File: src/verilog/wdrt_consts.vh
// Offsets, field positions, reset values and timing values in microseconds of the watchdog block
`ifndef WDRT_CONSTS_VH
`define WDRT_CONSTS_VH
`define WDRT_ADDR_OPTION 12'h000
`define WDRT_ADDR_CTRL 12'h004
`define WDRT_ADDR_STATUS 12'h008
`define WDRT_OPTION_RST 8'hFF
`define WDRT_PSA_BIT 3
`define WDRT_CTRL_CLR_BIT 0
`define WDRT_CTRL_SLEEP_BIT 1
`define WDRT_CTRL_WAKE_BIT 2
`define WDRT_ST_TO_BIT 0
`define WDRT_ST_PD_BIT 1
`define WDRT_ST_RST_BIT 2
`define WDRT_ST_SLEEP_BIT 3
`define WDRT_ST_SRC_LSB 4
`define WDRT_SRC_POR 3'h0
`define WDRT_SRC_MASTER_CLEAR_INPUT 3'h1
`define WDRT_SRC_WDT 3'h2
`define WDRT_SRC_WAKE 3'h3
`define WDRT_LONG_US 18000
`define WDRT_SHORT_US 300
`define WDRT_WDT_US 18000
`define WDRT_CLK_MHZ 20
`define WDRT_OSC_INTERNAL_RC_OSC 3'h0
`define WDRT_OSC_EXTERNAL_RC_OSC 3'h1
`endif

File: src/verilog/wdrt_top.v
// Watchdog timer, scaler shared as watchdog postscaler or timer prescaler, and device reset delay timer with APB registers
//
// The register offsets and the APB slave port were chosen for this implementation.
`timescale 1ns/10ps
`include "wdrt_consts.vh"
module wdrt_top #(
    parameter RC_DIV = 20,
    parameter LONG_CYC = (`WDRT_LONG_US * `WDRT_CLK_MHZ + RC_DIV - 1) / RC_DIV,
    parameter SHORT_CYC = (`WDRT_SHORT_US * `WDRT_CLK_MHZ + RC_DIV - 1) / RC_DIV,
    parameter WDT_CYC = (`WDRT_WDT_US * `WDRT_CLK_MHZ) / RC_DIV
)
(
    // Clock and reset
    input wire sys_clk_i,
    input wire rst_n_i,
    // APB slave
    input wire psel_i,
    input wire penable_i,
    input wire pwrite_i,
    input wire [11:0] paddr_i,
    input wire [31:0] pwdata_i,
    output reg [31:0] prdata_o,
    output reg pready_o,
    output reg pslverr_o,
    // Pins and fuses
    input wire por_i,
    input wire master_clear_input_n_i,
    input wire pin_change_i,
    input wire watchdog_enable_fuse_i,
    input wire [2:0] osc_sel_i,
    // Core side
    input wire watchdog_clear_instr_i,
    input wire sleep_instr_i,
    input wire timer_write_i,
    input wire timer_tick_i,
    output reg core_reset_o,
    output reg timer_tick_o,
    output reg [7:0] option_o
);

    localparam S_IDLE = 2'h0;
    localparam S_DELAY = 2'h1;

    // Pin synchronisers
    reg [1:0] por_s_r;
    reg [1:0] master_clear_input_s_r;
    reg [1:0] pin_s_r;
    reg [1:0] fuse_s_r;
    reg [2:0] osc_s1_r;
    reg [2:0] osc_s2_r;
    always @(posedge sys_clk_i)
    begin
        osc_s1_r <= osc_sel_i;
        osc_s2_r <= osc_s1_r;
        por_s_r <= {por_s_r[0], por_i};
        master_clear_input_s_r <= {master_clear_input_s_r[0], master_clear_input_n_i};
        pin_s_r <= {pin_s_r[0], pin_change_i};
        fuse_s_r <= {fuse_s_r[0], watchdog_enable_fuse_i};
    end
    wire por_q = por_s_r[1];
    wire master_clear_input_n_q = master_clear_input_s_r[1];
    wire pin_q = pin_s_r[1];
    wire fuse_q = fuse_s_r[1];

    // Internal RC oscillator tick, free running
    reg [7:0] rc_div_r;
    reg rc_tick_r;
    always @(posedge sys_clk_i)
    begin
        if (!rst_n_i)
        begin
            rc_div_r <= 8'h00;
            rc_tick_r <= 1'b0;
        end
        else if (rc_div_r == RC_DIV[7:0] - 8'h01)
        begin
            rc_div_r <= 8'h00;
            rc_tick_r <= 1'b1;
        end
        else
        begin
            rc_div_r <= rc_div_r + 8'h01;
            rc_tick_r <= 1'b0;
        end
    end

    // Registers written by software, and the sequencer, counter and scaler state
    reg [7:0] option_r;
    reg sw_clr_r;
    reg sw_sleep_r;
    reg sw_wake_r;
    reg sleeping_r;
    reg to_n_r;
    reg pd_n_r;
    reg [2:0] src_r;
    reg [1:0] state_r;
    reg [19:0] drt_cnt_r;
    reg [19:0] wdt_cnt_r;
    reg [7:0] scaler_r;
    reg wdt_timeout_r;
    reg pin_d_r;

    wire apb_wr = psel_i && penable_i && pwrite_i;
    wire scaler_assign_bit = option_r[`WDRT_PSA_BIT];
    wire [2:0] ratio = option_r[2:0];
    wire do_clear = watchdog_clear_instr_i || sw_clr_r;
    wire do_sleep = sleep_instr_i || sw_sleep_r;
    wire pin_rise = pin_q && !pin_d_r;
    wire wake_evt = sleeping_r && (pin_rise || sw_wake_r);
    wire master_clear_input_evt = !master_clear_input_n_q;
    // Every reset kind restores option; power-on clears the scaler, other kinds clear it unless a timer tick lands with scaler_assign_bit clear
    wire any_rst_evt = por_q || master_clear_input_evt || wdt_timeout_r || wake_evt;

    function [19:0] drt_len;
        input [2:0] src;
        input [2:0] osc;
        begin
            if (src == `WDRT_SRC_POR)
                drt_len = LONG_CYC[19:0];
            else if (osc == `WDRT_OSC_INTERNAL_RC_OSC || osc == `WDRT_OSC_EXTERNAL_RC_OSC)
                drt_len = SHORT_CYC[19:0];
            else
                drt_len = LONG_CYC[19:0];
        end
    endfunction

    // Scaler tap for ratio code n: low n bits all zero marks divide by 2^n
    function tap;
        input [7:0] cnt;
        input [2:0] n;
        begin
            tap = (n == 3'h0) ? 1'b1 : ((cnt & ((8'h01 << n) - 8'h01)) == 8'h00);
        end
    endfunction

    // Reset sequencer and delay timer
    always @(posedge sys_clk_i)
    begin
        pin_d_r <= pin_q;
        if (!rst_n_i || por_q)
        begin
            state_r <= S_DELAY;
            src_r <= `WDRT_SRC_POR;
            drt_cnt_r <= LONG_CYC[19:0];
            core_reset_o <= 1'b1;
            to_n_r <= 1'b1;
            pd_n_r <= 1'b1;
            sleeping_r <= 1'b0;
        end
        else if (master_clear_input_evt || wdt_timeout_r || wake_evt)
        begin
            state_r <= S_DELAY;
            src_r <= master_clear_input_evt ? `WDRT_SRC_MASTER_CLEAR_INPUT :
                     wdt_timeout_r ? `WDRT_SRC_WDT : `WDRT_SRC_WAKE;
            drt_cnt_r <= drt_len(master_clear_input_evt ? `WDRT_SRC_MASTER_CLEAR_INPUT : `WDRT_SRC_WDT, osc_s2_r);
            core_reset_o <= 1'b1;
            if (wdt_timeout_r)
                to_n_r <= 1'b0;
            if (!master_clear_input_evt)
                sleeping_r <= 1'b0;
        end
        else
        begin
            if (do_clear)
            begin
                to_n_r <= 1'b1;
                pd_n_r <= 1'b1;
            end
            if (do_sleep && !core_reset_o)
            begin
                to_n_r <= 1'b1;
                pd_n_r <= 1'b0;
                sleeping_r <= 1'b1;
            end
            case (state_r)
                S_DELAY:
                begin
                    if (rc_tick_r)
                    begin
                        if (drt_cnt_r <= 20'h00001)
                        begin
                            state_r <= S_IDLE;
                            core_reset_o <= 1'b0;
                        end
                        drt_cnt_r <= drt_cnt_r - 20'h00001;
                    end
                end
                S_IDLE:
                    core_reset_o <= 1'b0;
                default:
                    state_r <= S_IDLE;
            endcase
        end
    end

    // Watchdog counter and shared scaler
    always @(posedge sys_clk_i)
    begin
        wdt_timeout_r <= 1'b0;
        if (!rst_n_i || any_rst_evt)
        begin
            wdt_cnt_r <= 20'h00000;
            scaler_r <= 8'h00;
        end
        else if (!fuse_q)
        begin
            wdt_cnt_r <= 20'h00000;
            scaler_r <= scaler_assign_bit ? 8'h00 : scaler_r;
        end
        else if (do_clear || do_sleep)
        begin
            wdt_cnt_r <= 20'h00000;
            if (scaler_assign_bit)
                scaler_r <= 8'h00;
        end
        else if (rc_tick_r)
        begin
            if (wdt_cnt_r >= WDT_CYC[19:0] - 20'h00001)
            begin
                wdt_cnt_r <= 20'h00000;
                if (!scaler_assign_bit)
                    wdt_timeout_r <= 1'b1;
                else
                begin
                    scaler_r <= scaler_r + 8'h01;
                    if (tap(scaler_r + 8'h01, ratio))
                        wdt_timeout_r <= 1'b1;
                end
            end
            else
                wdt_cnt_r <= wdt_cnt_r + 20'h00001;
        end
        if (rst_n_i && !por_q && fuse_q && !scaler_assign_bit && timer_write_i)
            scaler_r <= 8'h00;
        else if (rst_n_i && !por_q && !scaler_assign_bit && timer_tick_i)
            scaler_r <= scaler_r + 8'h01;
    end

    // Timer side of the scaler
    always @(posedge sys_clk_i)
    begin
        if (!rst_n_i)
            timer_tick_o <= 1'b0;
        else if (scaler_assign_bit)
            timer_tick_o <= timer_tick_i;
        else
            timer_tick_o <= timer_tick_i && tap(scaler_r + 8'h01, ratio + 3'h1);
    end

    // APB slave, one wait-free access phase
    always @(posedge sys_clk_i)
    begin
        if (!rst_n_i)
        begin
            option_r <= `WDRT_OPTION_RST;
            option_o <= `WDRT_OPTION_RST;
            sw_clr_r <= 1'b0;
            sw_sleep_r <= 1'b0;
            sw_wake_r <= 1'b0;
            prdata_o <= 32'h00000000;
            pready_o <= 1'b0;
            pslverr_o <= 1'b0;
        end
        else
        begin
            sw_clr_r <= 1'b0;
            sw_sleep_r <= 1'b0;
            sw_wake_r <= 1'b0;
            if (any_rst_evt)
                option_r <= `WDRT_OPTION_RST;
            option_o <= option_r;
            pready_o <= psel_i && !penable_i;
            pslverr_o <= 1'b0;
            prdata_o <= 32'h00000000;
            if (psel_i && !penable_i)
            begin
                case (paddr_i)
                    `WDRT_ADDR_OPTION: prdata_o <= 32'h00000000;
                    `WDRT_ADDR_CTRL: prdata_o <= 32'h00000000;
                    `WDRT_ADDR_STATUS:
                        prdata_o <= {24'h000000, 1'b0, src_r, sleeping_r,
                                     core_reset_o, pd_n_r, to_n_r};
                    default: pslverr_o <= 1'b1;
                endcase
            end
            if (apb_wr && pready_o)
            begin
                if (paddr_i == `WDRT_ADDR_OPTION)
                    option_r <= pwdata_i[7:0];
                if (paddr_i == `WDRT_ADDR_CTRL)
                begin
                    sw_clr_r <= pwdata_i[`WDRT_CTRL_CLR_BIT];
                    sw_sleep_r <= pwdata_i[`WDRT_CTRL_SLEEP_BIT];
                    sw_wake_r <= pwdata_i[`WDRT_CTRL_WAKE_BIT];
                end
            end
        end
    end

endmodule

File: config.mk
export PLATFORM = sky130hd
export DESIGN_NAME = wdrt_top
export DESIGN_NICKNAME = d
export VERILOG_FILES = /design/src/verilog/wdrt_top.v
export VERILOG_INCLUDE_DIRS = /design/src /design/src/verilog
export SDC_FILE = /design/constraint.sdc
export NUM_CORES = 1
export LEC_CHECK = 0
export ABC_CLOCK_PERIOD_IN_PS = 2200
export BUFFER_PORTS_ARGS = -buffer_cell sky130_fd_sc_hd__buf_2
export CORE_ASPECT_RATIO = 0.5
export CORE_UTILIZATION = 49
export DETAILED_ROUTE_END_ITERATION = 10
export GPL_ROUTABILITY_DRIVEN = 0
export HOLD_SLACK_MARGIN = 0.06
export PLACE_DENSITY_LB_ADDON = 0.25
export RECOVER_POWER = 50
export SKIP_LAST_GASP = 1
export SYNTH_ARGS = -nofsm -noshare
export SYNTH_HDL_FRONTEND = slang
export SYNTH_SLANG_ARGS = --single-unit
File: constraint.sdc
create_clock -name sys_clk_i -period 2.2 [get_ports sys_clk_i]
set_input_delay 0.11 -clock sys_clk_i [delete_from_list [all_inputs] [get_ports sys_clk_i]]
set_output_delay 0.11 -clock sys_clk_i [all_outputs]
set_load 0.005 [all_outputs]
==> metrics <==
status finished clean; RSZ-0062 raised after global routing false; Vias 4,055; Worst slew margin 63.0%; total core area just under 0.01 mm²; total die area 0.0106 mm²; GRT overflow 0; Required @ worst endpoint approximately 2.5 ns; deepest clock path buffer count 2; CTS sink count 106; final wirelength 10,500 µm; PwrDens 634 mW/mm²; final non-filler cell total 795; crit path kind reg -> reg; hold depth 4; register area share after synthesis a little over two fifths; crit path DAT 2.33 ns; boundary pin count approximately 100; Hold Crit Class in -> reg; DIE HEIGHT 73.4 µm; Synth cell types 65; first-pass GRT wire length 17,600 µm; H-Tree Depth 3; setup TNS 0 ns; final slew viol count 0; num rows 25; DIE WIDTH 145 µm; All-Layer GR Usage a little over a fifth; count of state elements after synthesis 106; Iter 0 DRT Violations 220; share of the synthesized area in the top cell type 42.4%; Hold WS 0.0957 ns; crit-path max FO 6; Final Critical Period 2.08 ns; WL/cell 13.2 µm; Nets 724; Critical Path Source Type flip-flop; Post-DP HPWL between 7000 and 8000 µm; Yosys top cell by area dfxtp_1; synth warn 0; vias in the first global route 3,745; actual slew at the worst max-slew pin 0.552 ns; FF-to-FF path depth 7; CTS tree yes; count leader, synth dfxtp_1; clk root buf clkbuf_16; via-per-instance ratio 5.10; Mapped Cells 568; Port Buf Inserts 52; count of final setup violators 0; largest net degree at the start of global routing 24; drt first pass iters 5; Initial Utilization between 50% and 60%; asr flop ratio synth 0%; Final Cycle Share 94.7%; clock slew at reported path FFs 0.08 ns; Antenna Nets Post-Route 0; Antenna diodes 0; Fin. Hold Viols 0; ys flop type dfxtp_1; Finished Core Util 61.1%; clock latency on the worst-skew pair 0.36 ns; Final Power 0.00374 W; ranking of synthesized cells by area dfxtp_1 (42%), nor2_1 (5.6%), xnor2_1 (4.9%); drt drc 0; syn avg cell area around 8.8 µm²; Max-Cap Viols 0; top post-synthesis cells by count dfxtp_1 (106), nor2_1 (74), nand2_1 (43); Area growth syn-to-layout 18.0%; Fmax 0.480 GHz; Post-Syn Area 0.00500 mm²; number of synthesized flops with an enable pin 0; initial antenna violation count 0; skew final around 0.01 ns; CP Capture Type flip-flop; Num CTS Buffers 9; layout cells sized above 1 15.2%; Max rail drop VDD between 0.3 and 0.4 mV; placed cell count 761; leakage 2.23 nW
[critical path, cell delays in order (launching register included)]
cell and delay, ns:
dfxtp_1 0.36, ha_1 0.20, nand3_1 0.09, a2111o_1 0.43, a31oi_4 0.29, nand2b_4 0.22, a211oi_4 0.09, a211o_1 0.31
[final cells by class]
class | count | area [µm²]
Timing Repair Buffer | 98 | 616
Multi-Input combinational cell | 428 | 2650
Sequential cell | 106 | 2120
Clock inverter | 7 | 76.3
Fill cell | 860 | 3760
Clock buffer | 9 | 225
Inverter | 12 | 45.0
Tap cell | 135 | 169
[through the flow]
| step | cell area [µm²] | worst slack [ns] |
|---|---|---|
| 3_3_place_gp | 5460 | 0.129 |
| 3_5_place_dp | 5460 | 0.0985 |
| 4_1_cts | 5940 | 0.0916 |
| 6_report | 5900 | 0.117 |
| 2_1_floorplan | 5100 | 0.0373 |
| 5_1_grt | 5900 | 0.00444 |
[repair_timing]
action                                  CTS  global route
hold endpoints to repair                 18             0
hold buffers                             18             0
setup buffers                             0             0
resized for setup                         0             0
endpoints found under the setup margin    0             2
[where the power goes]
part           internal [W]  switching [W]
Combinational     0.0000781      0.0000850
Sequential          0.00194      0.0000195
Clock              0.000812       0.000801
Total               0.00283       0.000905
[per-layer routing]
metal	GRT usage (%)	vias up	share of wire, %
met5	0	-	0
met4	6.67	0	1.1
met3	5.48	15	3.8
met2	35.8	89	47
met1	27.2	1862	48
li1	-	2089	-
[cells by family after synthesis]
logic type | Yosys count | share of synthesized area [%]
and+or+nand+nor | 249 | 26.2
other | 1 | 0.0750
buffers and inverters | 59 | 6.50
AOI/OAI and AO/OA | 93 | 13.6
xor gates and xnor gates | 51 | 8.93
adders and majority gates | 9 | 2.25
DFF | 106 | 42.4
[cell usage in the layout (no fill, tap or decap), types with 3 or more instances in the layout]
cell type and n:
a21o_1 5, clkbuf_16 9, and2_1 8, dfxtp_1 106, and4_1 3, inv_8 3
nand4_1 8, xor2_1 23, dlygate4sd3_1 18, and2_0 8, buf_2 42, o21a_1 3
buf_4 22, nor2_1 74, inv_1 12, clkbuf_1 16, nor3_1 9, o211ai_1 3
nor4b_1 3, o21ai_1 13, nor2b_1 8, ha_1 9, nand4b_1 3, or2_2 3
nor4_1 14, o21ai_0 12, nand2_1 43, a21oi_1 24, nand3_1 16, or3_1 7
conb_1 26, and3_1 9, xnor2_1 28, nand2b_1 19
[state kept, by name, indices dropped and copies added (netlist names), 2 cells and up]
signal and cells:
drt_cnt_r 20, wdt_cnt_r 20, option_o 8, option_r 8, rc_div_r 8, scaler_r 8, prdata_o 6, fuse_s_r 2
master_clear_input_s_r 2, osc_s1_r 2, osc_s2_r 2, pin_s_r 2, por_s_r 2, src_r 2
[final timing paths]
kind / startpoint / slack [ns] / to
max reg2reg: wdt_cnt_r[0] / 0.12 / scaler_r[7]
min: psel_i / 0.1 / pready_o
min reg2reg: master_clear_input_s_r[0] / 0.33 / master_clear_input_s_r[1]
max: wdt_cnt_r[0] / 0.12 / scaler_r[7]
Power figures use the tool's default switching activity.
